==> src/page_grain_cfg.svh <==
// Register numbers, field positions, reset values for the page granularity block.
`ifndef PAGE_GRAIN_CFG_SVH
`define PAGE_GRAIN_CFG_SVH

// Coprocessor register numbers and selects.
`define CP_NUM_XLATE_EVEN 5'h02
`define CP_NUM_XLATE_ODD 5'h03
`define CP_NUM_PAGE_SIZE 5'h05
`define CP_NUM_MATCH_HIGH 5'h0a
`define CP_NUM_CONFIG 5'h10
`define CP_SEL_XLATE 3'h0
`define CP_SEL_PAGE_SIZE 3'h0
`define CP_SEL_GRAIN 3'h1
`define CP_SEL_MATCH_HIGH 3'h0
`define CP_SEL_CONFIG_THREE 3'h3

// Granularity register fields.
`define GRAIN_READ_EN_BIT 31
`define GRAIN_EXEC_EN_BIT 30
`define GRAIN_MASK_HI 12
`define GRAIN_MASK_LO 11
`define GRAIN_ONES_HI 10
`define GRAIN_ONES_LO 8
`define GRAIN_MASK_RESET 2'h3
`define GRAIN_ONES_VALUE 3'h7

// Translation-low inhibit bit positions.
`define XLATE_READ_BLOCK_BIT 31
`define XLATE_EXEC_BLOCK_BIT 30

// Page-size select mask field, bits 24:11.
`define PSZ_HI 24
`define PSZ_LO 11
`define PSZ_WIDTH 14

// Match-high fields.
`define VPP_HI 31
`define VPP_LO 11
`define VPP_WIDTH 21
`define TAG_HI 7
`define TAG_LO 0

// Configuration word three: feature-present flag.
`define CFG3_PRESENT_BIT 1
`define CFG3_OTHER_DEFAULT 32'h0000_0000

`endif

==> src/page_grain_pkg.sv <==
// Types shared by the page granularity block.
`default_nettype none
package page_grain_pkg;
  typedef logic [4:0] cp_num_t;
  typedef logic [2:0] cp_sel_t;
  typedef logic [31:0] cp_word_t;
  typedef logic [1:0] grain_mask_t;
  typedef logic [13:0] psz_mask_t;
  typedef logic [20:0] vpp_t;
  typedef logic [7:0] tag_t;
endpackage
`default_nettype wire

==> src/page_grain_ctl.sv <==
// Page granularity configuration, match-high, page-size select and config word three.
`include "page_grain_cfg.svh"
`default_nettype none
module page_grain_ctl #(
  parameter bit IMPL_1K = 1'b1,
  parameter bit IMPL_2K = 1'b1
) (
  // Clock and reset
  input wire logic mclk_in,
  input wire logic rst_n_in,
  // Coprocessor move port
  input wire logic cp_wr_in,
  input wire logic cp_rd_in,
  input wire page_grain_pkg::cp_num_t cp_num_in,
  input wire page_grain_pkg::cp_sel_t cp_sel_in,
  input wire page_grain_pkg::cp_word_t cp_wdata_in,
  output page_grain_pkg::cp_word_t cp_rdata_out,
  output logic cp_rvalid_out,
  // Hardware loads from the TLB side
  input wire logic tlb_exc_in,
  input wire page_grain_pkg::cp_word_t exc_vaddr_in,
  input wire logic tlb_read_in,
  input wire page_grain_pkg::vpp_t tlb_rd_vpp_in,
  input wire page_grain_pkg::tag_t tlb_rd_tag_in,
  input wire page_grain_pkg::psz_mask_t tlb_rd_psz_in,
  // Translation controls toward the TLB
  output page_grain_pkg::psz_mask_t match_mask_out,
  output page_grain_pkg::vpp_t virt_page_pair_number_out,
  output page_grain_pkg::tag_t addr_space_tag_out,
  output page_grain_pkg::grain_mask_t grain_mask_out,
  output logic read_block_enable_out,
  output logic exec_block_enable_out,
  output logic [1:0] read_block_bit_out,
  output logic [1:0] exec_block_bit_out
);
  import page_grain_pkg::*;

  logic rst_meta_reg;
  logic rst_n;
  logic read_block_enable_reg;
  logic exec_block_enable_reg;
  grain_mask_t grain_reg;
  grain_mask_t grain_next;
  grain_mask_t load_mask;
  psz_mask_t psz_reg;
  vpp_t vpp_reg;
  tag_t tag_reg;
  logic [1:0] rb_bit_reg;
  logic [1:0] eb_bit_reg;
  logic wr_grain;
  logic wr_psz;
  logic wr_mh;
  logic [1:0] wr_xlate;
  cp_word_t rdata_next;

  // Reset release is synchronised so every flop leaves reset on the same edge.
  always_ff @(posedge mclk_in or negedge rst_n_in) begin
    if (!rst_n_in) begin
      rst_meta_reg <= 1'b0;
      rst_n <= 1'b0;
    end else begin
      rst_meta_reg <= 1'b1;
      rst_n <= rst_meta_reg;
    end
  end

  assign wr_grain = cp_wr_in && cp_num_in == `CP_NUM_PAGE_SIZE && cp_sel_in == `CP_SEL_GRAIN;
  assign wr_psz = cp_wr_in && cp_num_in == `CP_NUM_PAGE_SIZE && cp_sel_in == `CP_SEL_PAGE_SIZE;
  assign wr_mh = cp_wr_in && cp_num_in == `CP_NUM_MATCH_HIGH && cp_sel_in == `CP_SEL_MATCH_HIGH;
  assign wr_xlate[0] = cp_wr_in && cp_num_in == `CP_NUM_XLATE_EVEN && cp_sel_in == `CP_SEL_XLATE;
  assign wr_xlate[1] = cp_wr_in && cp_num_in == `CP_NUM_XLATE_ODD && cp_sel_in == `CP_SEL_XLATE;

  always_comb begin
    grain_next[0] = IMPL_1K ? cp_wdata_in[`GRAIN_MASK_LO] : 1'b1;
    if (IMPL_2K) begin
      grain_next[1] = cp_wdata_in[`GRAIN_MASK_HI];
    end else begin
      grain_next[1] = grain_next[0];
    end
  end

  // A load that meets a granularity write must honour the new mask, or
  // an overridden page-pair bit could be left holding a one.
  // Mask for loads.
  assign load_mask = wr_grain ? grain_next : grain_reg;

  always_ff @(posedge mclk_in or negedge rst_n) begin
    if (!rst_n) begin
      read_block_enable_reg <= 1'b0;
      exec_block_enable_reg <= 1'b0;
    end else if (wr_grain) begin
      read_block_enable_reg <= cp_wdata_in[`GRAIN_READ_EN_BIT];
      exec_block_enable_reg <= cp_wdata_in[`GRAIN_EXEC_EN_BIT];
    end
  end

  always_ff @(posedge mclk_in or negedge rst_n) begin
    if (!rst_n) begin
      grain_reg <= `GRAIN_MASK_RESET;
    end else if (wr_grain) begin
      grain_reg <= grain_next;
    end
  end

  // The inhibit bits of both translation-low words live here, so the
  // enable can drop writes at the source instead of masking later.
  for (genvar i = 0; i < 2; i++) begin : g_xlate
    always_ff @(posedge mclk_in or negedge rst_n) begin
      if (!rst_n) begin
        rb_bit_reg[i] <= 1'b0;
        eb_bit_reg[i] <= 1'b0;
      end else if (wr_xlate[i]) begin
        if (read_block_enable_reg) begin
          rb_bit_reg[i] <= cp_wdata_in[`XLATE_READ_BLOCK_BIT];
        end
        if (exec_block_enable_reg) begin
          eb_bit_reg[i] <= cp_wdata_in[`XLATE_EXEC_BLOCK_BIT];
        end
      end
    end
    read_gate_a: assert property (@(posedge mclk_in) disable iff (!rst_n)
      wr_xlate[i] && !read_block_enable_reg |=> rb_bit_reg[i] == $past(rb_bit_reg[i]))
      else $error("read-block bit changed while disabled");
    exec_gate_a: assert property (@(posedge mclk_in) disable iff (!rst_n)
      wr_xlate[i] && !exec_block_enable_reg |=> eb_bit_reg[i] == $past(eb_bit_reg[i]))
      else $error("exec-block bit changed while disabled");
  end

  // Page-size select low bits only where not overridden.
  // A granularity write also clears bits it now overrides, which keeps
  // the stored copy consistent with what software can read.
  always_ff @(posedge mclk_in or negedge rst_n) begin
    if (!rst_n) begin
      psz_reg <= '0;
    end else if (tlb_read_in) begin
      psz_reg <= {tlb_rd_psz_in[13:2], tlb_rd_psz_in[1:0] & ~load_mask};
    end else if (wr_psz) begin
      psz_reg <= {cp_wdata_in[`PSZ_HI:`PSZ_LO+2], cp_wdata_in[`PSZ_LO+1:`PSZ_LO] & ~grain_reg};
    end else if (wr_grain) begin
      psz_reg <= {psz_reg[13:2], psz_reg[1:0] & ~grain_next};
    end
  end

  // Page-pair number; TLB read wins over exception
  // and either wins over a software write in the same cycle.
  always_ff @(posedge mclk_in or negedge rst_n) begin
    if (!rst_n) begin
      vpp_reg <= '0;
    end else if (tlb_read_in) begin
      vpp_reg <= {tlb_rd_vpp_in[20:2], tlb_rd_vpp_in[1:0] & ~load_mask};
    end else if (tlb_exc_in) begin
      vpp_reg <= {exc_vaddr_in[`VPP_HI:`VPP_LO+2], exc_vaddr_in[`VPP_LO+1:`VPP_LO] & ~load_mask};
    end else if (wr_mh) begin
      vpp_reg <= {cp_wdata_in[`VPP_HI:`VPP_LO+2], cp_wdata_in[`VPP_LO+1:`VPP_LO] & ~grain_reg};
    end else if (wr_grain) begin
      vpp_reg <= {vpp_reg[20:2], vpp_reg[1:0] & ~grain_next};
    end
  end

  always_ff @(posedge mclk_in or negedge rst_n) begin
    if (!rst_n) begin
      tag_reg <= '0;
    end else if (tlb_read_in) begin
      tag_reg <= tlb_rd_tag_in;
    end else if (wr_mh) begin
      tag_reg <= cp_wdata_in[`TAG_HI:`TAG_LO];
    end
  end

  // Read multiplexer; unmapped selections read as zero.
  always_comb begin
    rdata_next = '0;
    if (cp_num_in == `CP_NUM_PAGE_SIZE && cp_sel_in == `CP_SEL_GRAIN) begin
      rdata_next[`GRAIN_READ_EN_BIT] = read_block_enable_reg;
      rdata_next[`GRAIN_EXEC_EN_BIT] = exec_block_enable_reg;
      rdata_next[`GRAIN_MASK_HI:`GRAIN_MASK_LO] = grain_reg;
      rdata_next[`GRAIN_ONES_HI:`GRAIN_ONES_LO] = `GRAIN_ONES_VALUE;
    end else if (cp_num_in == `CP_NUM_PAGE_SIZE && cp_sel_in == `CP_SEL_PAGE_SIZE) begin
      rdata_next[`PSZ_HI:`PSZ_LO] = {psz_reg[13:2], psz_reg[1:0] & ~grain_reg};
    end else if (cp_num_in == `CP_NUM_MATCH_HIGH && cp_sel_in == `CP_SEL_MATCH_HIGH) begin
      rdata_next[`VPP_HI:`VPP_LO] = vpp_reg;
      rdata_next[`TAG_HI:`TAG_LO] = tag_reg;
    end else if (cp_num_in == `CP_NUM_CONFIG && cp_sel_in == `CP_SEL_CONFIG_THREE) begin
      rdata_next = `CFG3_OTHER_DEFAULT;
      rdata_next[`CFG3_PRESENT_BIT] = 1'b1;
    end else if (cp_num_in == `CP_NUM_XLATE_EVEN && cp_sel_in == `CP_SEL_XLATE) begin
      rdata_next[`XLATE_READ_BLOCK_BIT] = rb_bit_reg[0];
      rdata_next[`XLATE_EXEC_BLOCK_BIT] = eb_bit_reg[0];
    end else if (cp_num_in == `CP_NUM_XLATE_ODD && cp_sel_in == `CP_SEL_XLATE) begin
      rdata_next[`XLATE_READ_BLOCK_BIT] = rb_bit_reg[1];
      rdata_next[`XLATE_EXEC_BLOCK_BIT] = eb_bit_reg[1];
    end
  end

  always_ff @(posedge mclk_in or negedge rst_n) begin
    if (!rst_n) begin
      cp_rdata_out <= '0;
      cp_rvalid_out <= 1'b0;
    end else begin
      cp_rvalid_out <= cp_rd_in;
      if (cp_rd_in) begin
        cp_rdata_out <= rdata_next;
      end
    end
  end

  // Outputs toward the TLB are registered copies (match_mask_out ORs grain_reg into psz_reg), so they trail the
  // registers by one cycle; a flush always precedes changes anyway.
  always_ff @(posedge mclk_in or negedge rst_n) begin
    if (!rst_n) begin
      match_mask_out <= '0;
      virt_page_pair_number_out <= '0;
      addr_space_tag_out <= '0;
      grain_mask_out <= `GRAIN_MASK_RESET;
      read_block_enable_out <= 1'b0;
      exec_block_enable_out <= 1'b0;
      read_block_bit_out <= '0;
      exec_block_bit_out <= '0;
    end else begin
      match_mask_out <= {psz_reg[13:2], psz_reg[1:0] | grain_reg};
      virt_page_pair_number_out <= vpp_reg;
      addr_space_tag_out <= tag_reg;
      grain_mask_out <= grain_reg;
      read_block_enable_out <= read_block_enable_reg;
      exec_block_enable_out <= exec_block_enable_reg;
      read_block_bit_out <= rb_bit_reg;
      exec_block_bit_out <= eb_bit_reg;
    end
  end

  grain_fixed_a: assert property (@(posedge mclk_in) disable iff (!rst_n)
    !IMPL_1K |-> grain_reg[0])
    else $error("unimplemented low mask bit not one");

  grain_follow_a: assert property (@(posedge mclk_in) disable iff (!rst_n)
    !IMPL_2K |-> grain_reg[1] == grain_reg[0])
    else $error("unimplemented high mask bit not copied");

  grain_read_a: assert property (@(posedge mclk_in) disable iff (!rst_n)
    cp_rd_in && cp_num_in == `CP_NUM_PAGE_SIZE && cp_sel_in == `CP_SEL_GRAIN
    |=> cp_rvalid_out && cp_rdata_out[10:8] == 3'h7 && cp_rdata_out[29:13] == '0
        && cp_rdata_out[7:0] == '0)
    else $error("granularity reserved fields wrong");

  mask_match_a: assert property (@(posedge mclk_in) disable iff (!rst_n)
    grain_reg[0] && grain_reg[1] |=> match_mask_out[1:0] == 2'h3)
    else $error("overridden bits not excluded from match");

  vpp_low_a: assert property (@(posedge mclk_in) disable iff (!rst_n)
    (vpp_reg[1:0] & grain_reg) == 2'h0 && (psz_reg[1:0] & grain_reg) == 2'h0)
    else $error("overridden low bit holds a one");

  exc_load_a: assert property (@(posedge mclk_in) disable iff (!rst_n)
    tlb_exc_in && !tlb_read_in |=> vpp_reg[20:2] == $past(exc_vaddr_in[31:13]))
    else $error("exception did not load page-pair");

  mh_read_a: assert property (@(posedge mclk_in) disable iff (!rst_n)
    cp_rd_in && cp_num_in == `CP_NUM_MATCH_HIGH && cp_sel_in == `CP_SEL_MATCH_HIGH
    |=> cp_rdata_out[10:8] == 3'h0 && cp_rdata_out[7:0] == $past(tag_reg))
    else $error("match-high read wrong");

  cfg3_flag_a: assert property (@(posedge mclk_in) disable iff (!rst_n)
    cp_rd_in && cp_num_in == `CP_NUM_CONFIG && cp_sel_in == `CP_SEL_CONFIG_THREE
    |=> cp_rdata_out[1])
    else $error("feature flag not set");

  mask_reset_a: assert property (@(posedge mclk_in)
    $rose(rst_n) |-> grain_reg == 2'h3 && !read_block_enable_reg && !exec_block_enable_reg)
    else $error("granularity reset value wrong");

  enable_write_a: assert property (@(posedge mclk_in) disable iff (!rst_n)
    wr_grain |=> read_block_enable_reg == $past(cp_wdata_in[`GRAIN_READ_EN_BIT])
      && exec_block_enable_reg == $past(cp_wdata_in[`GRAIN_EXEC_EN_BIT]))
    else $error("inhibit enable not written");

  full_mask_a: assert property (@(posedge mclk_in) disable iff (!rst_n)
    wr_grain && IMPL_1K && IMPL_2K
    |=> grain_reg == $past(cp_wdata_in[`GRAIN_MASK_HI:`GRAIN_MASK_LO]))
    else $error("mask not stored as written");

  // Subset parts fold the written mask before it is stored, so these
  // checks compare against the written bits one edge back.
  // 2K-only folding.
  fold_2k_a: assert property (@(posedge mclk_in) disable iff (!rst_n)
    wr_grain && !IMPL_1K && IMPL_2K
    |=> grain_reg == {$past(cp_wdata_in[`GRAIN_MASK_HI]), 1'b1})
    else $error("2K-only mask folding wrong");

  fold_1k_a: assert property (@(posedge mclk_in) disable iff (!rst_n)
    wr_grain && IMPL_1K && !IMPL_2K
    |=> grain_reg == {2{$past(cp_wdata_in[`GRAIN_MASK_LO])}})
    else $error("1K-only mask folding wrong");

  psz_read_a: assert property (@(posedge mclk_in) disable iff (!rst_n)
    cp_rd_in && cp_num_in == `CP_NUM_PAGE_SIZE && cp_sel_in == `CP_SEL_PAGE_SIZE
    |=> (cp_rdata_out[12:11] & $past(grain_reg)) == 2'h0 && cp_rdata_out[31:25] == '0
        && cp_rdata_out[10:0] == '0)
    else $error("page-size read shows overridden bits");

  tlb_load_a: assert property (@(posedge mclk_in) disable iff (!rst_n)
    tlb_read_in |=> vpp_reg[20:2] == $past(tlb_rd_vpp_in[20:2])
      && tag_reg == $past(tlb_rd_tag_in) && psz_reg[13:2] == $past(tlb_rd_psz_in[13:2]))
    else $error("TLB read did not load match fields");

  out_lag_a: assert property (@(posedge mclk_in) disable iff (!rst_n)
    grain_mask_out == $past(grain_reg) && virt_page_pair_number_out == $past(vpp_reg))
    else $error("TLB-facing copies out of step");

endmodule // page_grain_ctl
`default_nettype wire

==> config.mk <==
export PLATFORM = sky130hd
export DESIGN_NAME = page_grain_ctl
export DESIGN_NICKNAME = d
export VERILOG_FILES = /design/src/page_grain_pkg.sv /design/src/page_grain_ctl.sv
export VERILOG_INCLUDE_DIRS = /design/src /design/src/src
export SDC_FILE = /design/constraint.sdc
export NUM_CORES = 1
export LEC_CHECK = 0
export ABC_AREA = 0
export BUFFER_PORTS_ARGS = -buffer_cell sky130_fd_sc_hd__buf_2
export CORE_ASPECT_RATIO = 1.1
export CORE_MARGIN = 1
export CORE_UTILIZATION = 49
export CTS_CLUSTER_SIZE = 24
export DETAILED_ROUTE_END_ITERATION = 16
export HOLD_SLACK_MARGIN = 0.05
export PLACE_DENSITY = 0.87
export SLEW_MARGIN = 20
export SYNTH_ARGS = -nofsm -noshare
export SYNTH_HDL_FRONTEND = slang
export SYNTH_SLANG_ARGS = --single-unit
==> constraint.sdc <==
create_clock -name mclk_in -period 4.7 [get_ports mclk_in]
set_clock_uncertainty 0.2 [all_clocks]
set_input_delay 0.705 -clock mclk_in [delete_from_list [all_inputs] [get_ports mclk_in]]
set_output_delay 0.705 -clock mclk_in [all_outputs]
set_load 0.005 [all_outputs]
==> qor.yml, run 1 <==
worst_setup_path:
  crit_fanout: 12
  path_buf_inv: 1
  slowest_delay_ns: 0.85
  crit_arrival_ns: 2.82
  startpoint_type: "input port"
  worstSetupPathType: "input port to flip-flop"
  worst_ep_required_time_ns: 4.75
  crit_chain: "buf_2 > or4b_1 > nor3_4 > mux2i_1 > o21ai_1"
  endpoint_kind: "flip-flop"
  crit_family: "simple AND/OR/NAND/NOR gates"
  crit_slowest_cell: "nor3_4"
timing:
  slew_viol_final: 0
  fmax_mhz: 361
  fin_crit_ns: 2.77
  finalSetupTns_ns: 0
  grt_setup_unrepaired: "no"
  setup_ws_ns: 1.93
  finalCritPeriodShare_pct: 58.9
  tightestPinTransition_ns: 1.06
  relSlewSlack_pct: 29.6
  setup_viol: 0
  hold_violations: 0
floorplanning:
  start_util_pct: 51.4
  die_w_microns: 102
  ios: 205
  placementRows: 39
  die_h_microns: 112
  core_area_sq_um: 10600
  fp.dieArea_sq_um: 11500
clocking:
  cts.sinks: 135
  clk_pin_slew_ns: 0.05
  postCtsResizedCells: 0
  cts_made_buffers: 17
  root_buffer: "clkbuf_16"
  cts_hold_buf: 1
  postCtsSetupBuffers: 0
  clockBufferDepth: 2
  htree_levels: 4
  cts_tree: "yes"
  insertion_delay_ns: 0.40
cells_and_area:
  fillCellCount: 797
  nets: 782
  area_delta_synth_final_pct: 30.6
  drive_gt1_share_pct: 36.9
  largest_register_ffs: 30
global_route:
  grt_pass1_wl_microns: 22900
  gr-usage-all-layers_pct: 26.5
  grt.overflow.total: 0
  grt_pass1_vias: 4617
  grt_max_degree: 57
  antenna_found_initial: 1
synthesis:
  synth_enable_flop_cells: 0
  synth_cell_types: 49
  synth_cells: 480
  synth_top_family_by_area: "compound AO/OA/AOI/OAI gates"
  netlist.top_cell.by_area: "dfrtp_1"
  yosys.area_share.simple_pct: 12.0
  ys_async_sr_fraction_pct: 100
  synth_nets: 601
  synth_seq_cells: 135
  yosysSeqAreaShare_pct: 62.2
  synth_compound_area_share_pct: 15.4
  synthTopCellsByArea: "dfrtp_1 60%, mux2i_1 4.2%, a22oi_1 3.3%"
  synthMuxAreaShare_pct: 5.68
  synth_ff_type: "dfrtp_1"
  synth-xor-area-share_pct: 0
  syn_avg_cell_area_sq_um: 11.3
  synthAdderAreaFrac_pct: 0
  syn_area_sq_um: 5440
  synth_top_cell_area_share_pct: 60.3
  ys_warn_count: 0
hold_path:
  hp-class: "flip-flop to asynchronous set/reset pin"
pwr:
  pwr-share-comb_pct: 8.1
  p_clk_share_pct: 48.2
  power_switching_share_pct: 22.5
  cellLeakagePower_nw: 3.38
  cell_internal_pwr_mw: 2.31
  p_sw_uw: 669
  power_density_nw_per_um2: 419
  irDropWorstVdd_uv: 249
  power_frac_seq_pct: 43.7
detailed_routing:
  first_pass_iters: 5
  ant_nets: 0
  wirelength_microns: 14600
  drc: 0
  wl_per_cell_microns: 17.9
  num_vias: 4562
  drt_iter0_drc: 255
  drt-vias-per-instance: 5.59
flow_run:
  drv_cap: 0
placed_design:
  portBuffers: 190
  dp_slack_ns: 1.51
  dp_hpwl_microns: 9780
  gp_congestion: 0.950
status:
  outcome: "complete, no violations"
==> layout by cell type (no fill, tap or decap), types with 9 or more instances in the layout <==
master / netlist / routed
buf_2: 7 / 190
dfrtp_1: 131 / 130
nand2_1: 46 / 46
a21oi_1: 32 / 32
o21ai_1: 30 / 30
a22oi_1: 24 / 24
mux2i_1: 23 / 23
nor2_1: 21 / 21
inv_1: 19 / 19
nand3_1: 18 / 18
o21ai_0: 17 / 17
clkbuf_16: 0 / 17
a221o_1: 9 / 9
==> cell usage after synthesis, types with 3 or more instances <==
master	n
nand2_1	46
dfrtp_1	131
buf_1	3
nor2_1	21
nand3b_1	5
clkbuf_1	18
mux2i_1	23
a31oi_1	6
nor3_1	3
and3b_1	4
o21ai_0	17
inv_1	19
a21oi_1	32
mux2_2	3
o22ai_1	6
buf_2	7
nand3_1	18
buf_4	5
and2_1	6
mux2_1	4
o21ai_1	30
dfstp_2	4
a22oi_1	24
a221o_1	9
==> final timing paths <==
check / end / cells past startpoint / slack, ns / startpoint
setup reg to reg: cp_rdata_out[0]$_DFFE_PN0P_ / 1 / 3.14 / rst_n$_DFF_PN0_
max in group asynchronous: cp_rdata_out[0]$_DFFE_PN0P_ / 1 / 3.14 / rst_n$_DFF_PN0_
hold reg to reg: read_block_bit_out[1]$_DFF_PN0_ / 0 / 0.09 / rst_n$_DFF_PN0_
min in group mclk_in: rst_n$_DFF_PN0_ / 0 / 0.16 / rst_meta_reg$_DFF_PN0_
setup / recovery: psz_reg[9]$_DFFE_PN0P_ / 5 / 1.93 / cp_num_in[4]
hold / removal: read_block_bit_out[1]$_DFF_PN0_ / 0 / 0.09 / rst_n$_DFF_PN0_
==> metal layers <==
layer | GRT usage, % | vias to the layer above | wire length [microns]
met3 | 8.34 | 34 | 1200
met5 | 0 | - | 0
li1 | - | 2066 | -
met2 | 43.2 | 249 | 7320
met4 | 10.4 | 0 | 289
met1 | 32.4 | 2213 | 5800
==> area by class of cell <==
cell class	count	area, sq um	share of cell area, %
Tap cell	143	179	2.52
Inverter	21	78.8	1.11
Multi-Input combinational cell	289	1810	25.5
Timing Repair Buffer	197	1010	14.2
Clock inverter	12	200	2.82
Clock buffer	18	439	6.18
Sequential cell	135	3390	47.7
Antenna cell	1	2.50	0.0352
==> metrics by stage <==
| step | utilization (%) | std cells | power [mW] | hold WS [ns] | cell area [sq um] |
|---|---|---|---|---|---|
| final | 67.1 | 816 | 2.98 | 0.0909 | 7100 |
| after global routing | 67.0 | 815 | 3.08 | 0.148 | 7100 |
| after CTS | 67.0 | 815 | 2.99 | 0.117 | 7100 |
| after detailed placement | 60.9 | 784 | 1.56 | 0.112 | 6450 |
| after global placement | 60.9 | 784 | 1.55 | 0.104 | 6450 |
| after floorplan | - | 480 | 1.42 | 0.131 | 5440 |
==> power by group through the flow <==
stage | Combinational [mW] | Sequential (mW) | Clock (mW)
2_1_floorplan | 0.0973 | 1.32 | 0
3_3_place_gp | 0.233 | 1.31 | 0
3_5_place_dp | 0.240 | 1.32 | 0
4_1_cts | 0.243 | 1.30 | 1.45
5_1_grt | 0.268 | 1.31 | 1.51
6_report | 0.241 | 1.30 | 1.43
==> logic make-up after synthesis <==
logic type / after synthesis
buffers and inverters: 56
DFF: 135
muxes: 30
and+or+nand+nor: 124
AOI/OAI and AO/OA: 134
other: 1
Power figures use the tool's default switching activity.
==> run 2, diff against run 1 <==
Clock period 4.7 ns to 2.83 ns, I/O delays scaled along.
==> qor.yml, run 2 (synthesis results as in run 1) <==
timing:
  slew_viol_final: 0  # unchanged
  fin_crit_ns: 2.20
  finalCritPeriodShare_pct: 77.7
  setup_viol: 0  # unchanged
  relSlewSlack_pct: 31.0  # was 29.6%
  setup_ws_ns: 0.631  # was 1.93 ns
  fmax_mhz: 455
  tightestPinTransition_ns: 1.03  # was 1.06 ns
  grt_setup_unrepaired: "no"  # unchanged
  finalSetupTns_ns: 0  # unchanged
  hold_violations: 0  # unchanged
detailed_routing:
  drt_iter0_drc: 389  # was 255
  wirelength_microns: 15400  # was 14600 microns
  wl_per_cell_microns: 18.2  # was 17.9 microns
  ant_nets: 0  # unchanged
  first_pass_iters: 5  # unchanged
  num_vias: 4716  # was 4562
  drc: 0  # unchanged
  drt-vias-per-instance: 5.57  # was 5.59
worst_setup_path:
  regToRegSetupSlack_ns: 1.32  # was 3.14 ns
  r2r_start: "vpp_reg[1]$_DFFE_PN0P_"  # was rst_n$_DFF_PN0_
  r2r_cells: 3  # was 1
  worst_ep_required_time_ns: 2.96  # was 4.75 ns
  crit_arrival_ns: 2.33  # was 2.82 ns
  endpoint_kind: "flip-flop"  # unchanged
  crit_fanout: 12  # unchanged
  worstSetupPathType: "input port to flip-flop"  # unchanged
  startpoint_type: "input port"  # unchanged
  worstReg2RegEnd: "vpp_reg[1]$_DFFE_PN0P_"  # was cp_rdata_out[0]$_DFFE_PN0P_
floorplanning:
  core_area_sq_um: 10600  # unchanged
  start_util_pct: 51.4  # unchanged
  placementRows: 39  # unchanged
  ios: 205  # unchanged
  die_w_microns: 102  # unchanged
  fp.dieArea_sq_um: 11500  # unchanged
  die_h_microns: 112  # unchanged
placed_design:
  dp_hpwl_microns: 9980  # was 9780 microns
  dp_slack_ns: 0.288  # was 1.51 ns
  gp_congestion: 0.915  # was 0.950
  portBuffers: 190  # unchanged
clocking:
  clk_pin_slew_ns: 0.06  # was 0.05 ns
  postCtsSetupBuffers: 0  # unchanged
  root_buffer: "clkbuf_16"  # unchanged
  clockBufferDepth: 2  # unchanged
  cts.sinks: 135  # unchanged
  cts_tree: "yes"  # unchanged
  postCtsResizedCells: 0  # unchanged
  htree_levels: 4  # unchanged
  cts_hold_buf: 24  # was 1
  cts_made_buffers: 17  # unchanged
  insertion_delay_ns: 0.42  # was 0.40 ns
cells_and_area:
  nets: 812  # was 782
  largest_register_ffs: 30  # unchanged
  area_delta_synth_final_pct: 34.4  # was 30.6%
  finish.utilization_pct: 69.0  # was 67.1%
  n_antenna_cell: 0  # was 1
  final_common_cell: "buf_2"  # unchanged
  layout_common_cells: "190 x buf_2, 130 x dfrtp_1, 46 x nand2_1"  # unchanged
  fillCellCount: 777  # was 797
  drive_gt1_share_pct: 36.2  # was 36.9%
hold_path:
  hp-class: "flip-flop to asynchronous set/reset pin"  # unchanged
pwr:
  irDropWorstVdd_uv: 386  # was 249 uV
  power_density_nw_per_um2: 640  # was 419 nW/um^2
  cellLeakagePower_nw: 3.48  # was 3.38 nW
flow_run:
  drv_cap: 0  # unchanged
global_route:
  grt_pass1_wl_microns: 24300  # was 22900 microns
  grt.overflow.total: 0  # unchanged
  gr-usage-all-layers_pct: 28.1  # was 26.5%
  antenna_found_initial: 0  # was 1
  grt_max_degree: 85  # was 57
  grt_pass1_vias: 4792  # was 4617
status:
  outcome: "complete, no violations"  # unchanged
## run 2: changes by cell type in the layout (fill, tap and decap cells not counted), moves of 3 or more
cell           delta
bufinv_16         -4
clkinv_2          +3
dlygate4sd3_1    +23
buf_4             +6
## run 2: where the power goes
group          switching [mW]  leakage (nW)  internal, mW
sequential             0.0888          1.68          2.07
clock                   0.826         0.268          1.25
combinational           0.232          1.53         0.210
total                    1.15          3.48          3.53
## run 2: layer usage
layer / GRT usage [%] / share of wire [%] / vias to the layer above
met5: 0 / 0 / -
met4: 11.8 / 2.9 / 0
met3: 6.72 / 8.6 / 46
met2: 47.5 / 51 / 303
met1: 33.9 / 38 / 2242
li1: - / - / 2125
## run 2: area by class of cell
cell class                      count  area, sq um  area share, %
Clock buffer                       20          457           6.25
Timing Repair Buffer              227         1300           17.8
Tap cell                          143          179           2.45
Inverter                           21         78.8           1.08
Clock inverter                     12          103           1.40
Multi-Input combinational cell    289         1800           24.7
Sequential cell                   135         3390           46.4
## run 2: stage by stage
stage | hold slack (ns) | total power [mW] | cells | cell area [sq um]
6_report | 0.0588 | 4.68 | 847 | 7310
5_1_grt | 0.0675 | 4.85 | 847 | 7310
4_1_cts | 0.0558 | 4.70 | 847 | 7310
3_5_place_dp | 0.0101 | 2.60 | 791 | 6510
3_3_place_gp | 0.00961 | 2.58 | 791 | 6510
2_1_floorplan | -0.0711 | 2.36 | 480 | 5440
## run 2: critical path, cell delays in order
cell and delay [ns]:
buf_2 0.23, nor3b_2 0.10, and4_1 0.24, nor3_2 0.78
buf_4 0.32, a22oi_1 0.09, o21ai_1 0.13
## run 2: how the worst max path moves through the flow
stage,depth (start not counted),start,slack (ns),to
global route,7,cp_sel_in[0],0.58,vpp_reg[12]$_DFFE_PN0P_
detailed placement,7,cp_sel_in[0],0.29,vpp_reg[12]$_DFFE_PN0P_
CTS,7,cp_sel_in[0],0.68,vpp_reg[12]$_DFFE_PN0P_
floorplan,0,rst_n$_DFF_PN0_,0.39,addr_space_tag_out[0]$_DFF_PN0_
global placement,7,cp_sel_in[0],0.31,vpp_reg[12]$_DFFE_PN0P_
finish,7,cp_sel_in[0],0.63,vpp_reg[12]$_DFFE_PN0P_
==> run 3, diff against run 2 <==
Settings changed: ABC_AREA 0 to 1, PLACE_DENSITY 0.87 to 0.86.
Clock period 2.83 ns to 2.1 ns, I/O delays scaled along.
==> qor.yml, run 3 <==
floorplanning:
  die_h_microns: 114  # was 112 microns
  fp.dieArea_sq_um: 11900  # was 11500 sq um
  core_area_sq_um: 11100  # was 10600 sq um
  ios: 205  # unchanged
  die_w_microns: 104  # was 102 microns
  start_util_pct: 51.0  # was 51.4%
  placementRows: 40  # was 39
timing:
  fin_crit_ns: 2.02
  finalSetupTns_ns: 0  # unchanged
  setup_ws_ns: 0.0759  # was 0.631 ns
  tightestPinTransition_ns: 0.498  # was 1.03 ns
  grt_setup_unrepaired: "no"  # unchanged
  finalCritPeriodShare_pct: 96.4
  slew_viol_final: 0  # unchanged
  fmax_mhz: 494
  setup_viol: 0  # unchanged
  relSlewSlack_pct: 66.5  # was 31.0%
  hold_violations: 0  # unchanged
worst_setup_path:
  startpoint_type: "input port"  # unchanged
  worstReg2RegEnd: "psz_reg[8]$_DFFE_PN0P_"  # was vpp_reg[1]$_DFFE_PN0P_
  r2r_start: "psz_reg[8]$_DFFE_PN0P_"  # was vpp_reg[1]$_DFFE_PN0P_
  worst_ep_required_time_ns: 2.24  # was 2.96 ns
  crit_end: "vpp_reg[2]$_DFFE_PN0P_"  # was vpp_reg[12]$_DFFE_PN0P_
  endpoint_kind: "flip-flop"  # unchanged
  worstSetupPathType: "input port to flip-flop"  # unchanged
  r2r_cells: 3  # unchanged
  cpMostUsedCell: "o21ai_1"
  crit_slowest_cell: "dlygate4sd3_1"  # was nor3_2
  cp-startpoint: "cp_sel_in[1]"  # was cp_sel_in[0]
  slowest_delay_ns: 0.57  # was 0.78 ns
  crit_chain: "buf_2 > nor2_2 > nand2_4 > nor2_8 > nand3_4 > buf_4 > o21ai_1 > o21ai_1 > dlygate4sd3_1 > o21ai_1"  # was buf_2 > nor3b_2 > and4_1 > nor3_2 > buf_4 > a22oi_1 > o21ai_1
  crit_fanout: 8  # was 12
  crit_arrival_ns: 2.17  # was 2.33 ns
  regToRegSetupSlack_ns: 0.57  # was 1.32 ns
global_route:
  grt.overflow.total: 0  # unchanged
  grt_max_degree: 94  # was 85
  antenna_found_initial: 0  # unchanged
  grt_pass1_vias: 5809  # was 4792
  grt_pass1_wl_microns: 29000  # was 24300 microns
  gr-usage-all-layers_pct: 31.9  # was 28.1%
pwr:
  cellLeakagePower_nw: 4.21  # was 3.48 nW
  irDropWorstVdd_uv: 568  # was 386 uV
  power_density_nw_per_um2: 822  # was 640 nW/um^2
synthesis:
  synth_top_family_by_area: "simple AND/OR/NAND/NOR gates"  # was compound AO/OA/AOI/OAI gates
  synth_seq_cells: 135  # unchanged
  synth-xor-area-share_pct: 0  # unchanged
  synth_ff_type: "dfrtp_1"  # unchanged
  synth_cells: 598  # was 480
  ys_warn_count: 0  # unchanged
  synth_common_cells: "147 x nand2_1, 131 x dfrtp_1, 65 x inv_1"  # was 131 x dfrtp_1, 46 x nand2_1, 32 x a21oi_1
  syn_avg_cell_area_sq_um: 9.43  # was 11.3 sq um
  ys_async_sr_fraction_pct: 100  # unchanged
  syn_area_sq_um: 5640  # was 5440 sq um
  synthTopCellsByArea: "dfrtp_1 58%, nand2_1 9.8%, o21ai_1 4.7%"  # was dfrtp_1 60%, mux2i_1 4.2%, a22oi_1 3.3%
  synth_top_cell_area_share_pct: 58.2  # was 60.3%
  synth_compound_area_share_pct: 14.5  # was 15.4%
  synthMuxAreaShare_pct: 0  # was 5.68%
  synthAdderAreaFrac_pct: 0  # unchanged
  yosys.area_share.simple_pct: 18.3  # was 12.0%
  synth_nets: 719  # was 601
  netlist.top_cell.by_area: "dfrtp_1"  # unchanged
  synth_most_common_cell: "nand2_1"  # was dfrtp_1
  synth_cell_types: 34  # was 49
  synth_enable_flop_cells: 0  # unchanged
  yosysSeqAreaShare_pct: 60.0  # was 62.2%
placed_design:
  dp_hpwl_microns: 10700  # was 9980 microns
  dpl_cell_area_sq_um: 6810  # was 6510 sq um
  portBuffers: 190  # unchanged
  gp_congestion: 0.852  # was 0.915
  dp_slack_ns: 0.100  # was 0.288 ns
cells_and_area:
  fillCellCount: 738  # was 777
  final_common_cell: "buf_2"  # unchanged
  stdcell_area_sq_um: 8100  # was 7310 sq um
  layout_common_cells: "190 x buf_2, 147 x nand2_1, 130 x dfrtp_1"  # was 190 x buf_2, 130 x dfrtp_1, 46 x nand2_1
  area_delta_synth_final_pct: 43.8  # was 34.4%
  drive_gt1_share_pct: 32.0  # was 36.2%
  nets: 987  # was 812
  n_antenna_cell: 0  # unchanged
  largest_register_ffs: 30  # unchanged
clocking:
  cts_made_buffers: 17  # unchanged
  insertion_delay_ns: 0.41  # was 0.42 ns
  htree_levels: 4  # unchanged
  root_buffer: "clkbuf_16"  # unchanged
  cts_tree: "yes"  # unchanged
  clockBufferDepth: 2  # unchanged
  cts.sinks: 135  # unchanged
  clk_pin_slew_ns: 0.06  # about the same
detailed_routing:
  num_vias: 5724  # was 4716
  first_pass_iters: 5  # unchanged
  ant_nets: 0  # unchanged
  wirelength_microns: 18500  # was 15400 microns
  drt-vias-per-instance: 5.58  # was 5.57
  wl_per_cell_microns: 18.1  # was 18.2 microns
  drc: 0  # unchanged
  drt_iter0_drc: 487  # was 389
status:
  outcome: "complete, no violations"  # unchanged
hold_path:
  hp-class: "input port to flip-flop"  # was flip-flop to asynchronous set/reset pin
flow_run:
  drv_cap: 0  # unchanged
==> run 3: cell types whose count changed after synthesis, sizes merged, moves of 24 or more <==
cell,delta
a22oi,-24
inv,+47
nand2,+106
nand3,+26
o21ai,+31
==> run 3: critical path: cells and delay by family <==
family / cells / cell delay [ns]
AO/OA/AOI/OAI: 3 / 0.30
buffers and inverters: 3 / 0.92
AND/OR/NAND/NOR: 4 / 0.62
==> run 3: worst min-delay path by stage <==
| stage | from | to | cells past startpoint |
|---|---|---|---|
| 2_1_floorplan | rst_n_in | rst_meta_reg$_DFF_PN0_ | 0 |
| 3_3_place_gp | rst_n_in | rst_meta_reg$_DFF_PN0_ | 1 |
| 3_5_place_dp | rst_n_in | rst_meta_reg$_DFF_PN0_ | 1 |
| 4_1_cts | cp_wdata_in[15] | psz_reg[4]$_DFFE_PN0P_ | 3 |
| 5_1_grt | cp_rd_in | cp_rvalid_out$_DFF_PN0_ | 2 |
| 6_report | cp_wdata_in[15] | psz_reg[4]$_DFFE_PN0P_ | 3 |
==> run 3: per-layer routing <==
metal | track usage [%] | vias up | part of all wire [%]
li1 | - | 2503 | -
met1 | 37.6 | 2719 | 37
met2 | 53.5 | 403 | 50
met3 | 7.46 | 99 | 8.1
met4 | 19.0 | 0 | 5.1
met5 | 0 | - | 0
==> run 3: cell type report <==
type / count / area [sq um] / share of cell area (%)
inverter: 67 / 251 / 3.10
sequential: 135 / 3390 / 41.8
tap: 147 / 184 / 2.27
clock buffer: 17 / 425 / 5.25
multi-input combinational: 367 / 1860 / 23.0
timing repair buffer: 278 / 1820 / 22.4
clock inverter: 15 / 178 / 2.19
==> run 3: logic make-up (layout without fill, tap and decap cells) <==
logic type      after synthesis  count (layout)
buf+inv                      97             377
simple gates                227             228
compound gates              138             138
other cells                   1               1
flops                       135             135
==> run 3: timing repair <==
| item | 4_1_cts | 5_1_grt |
|---|---|---|
| hold endpoints to repair | 47 | 0 |
| setup endpoints to repair | 0 | 9 |
| hold buffers | 65 | 0 |
| gates resized for setup | 0 | 1 |
| setup buffers | 0 | 4 |
==> run 3: power by group <==
group / internal, mW / switching, mW
logic: 0.345 / 0.425
registers: 2.78 / 0.0829
clock network: 1.87 / 1.16
==> run 3: metrics by stage <==
stage          hold WS (ns)  utilization (%)  total power [mW]  instances
2_1_floorplan        -0.181                -              3.19        598
3_3_place_gp        -0.0990             61.5              3.49        924
3_5_place_dp        -0.0990             61.5              3.51        924
4_1_cts              0.0532             72.9              6.61       1021
5_1_grt              0.0806             73.3              6.89       1026
6_report             0.0428             73.3              6.66       1026
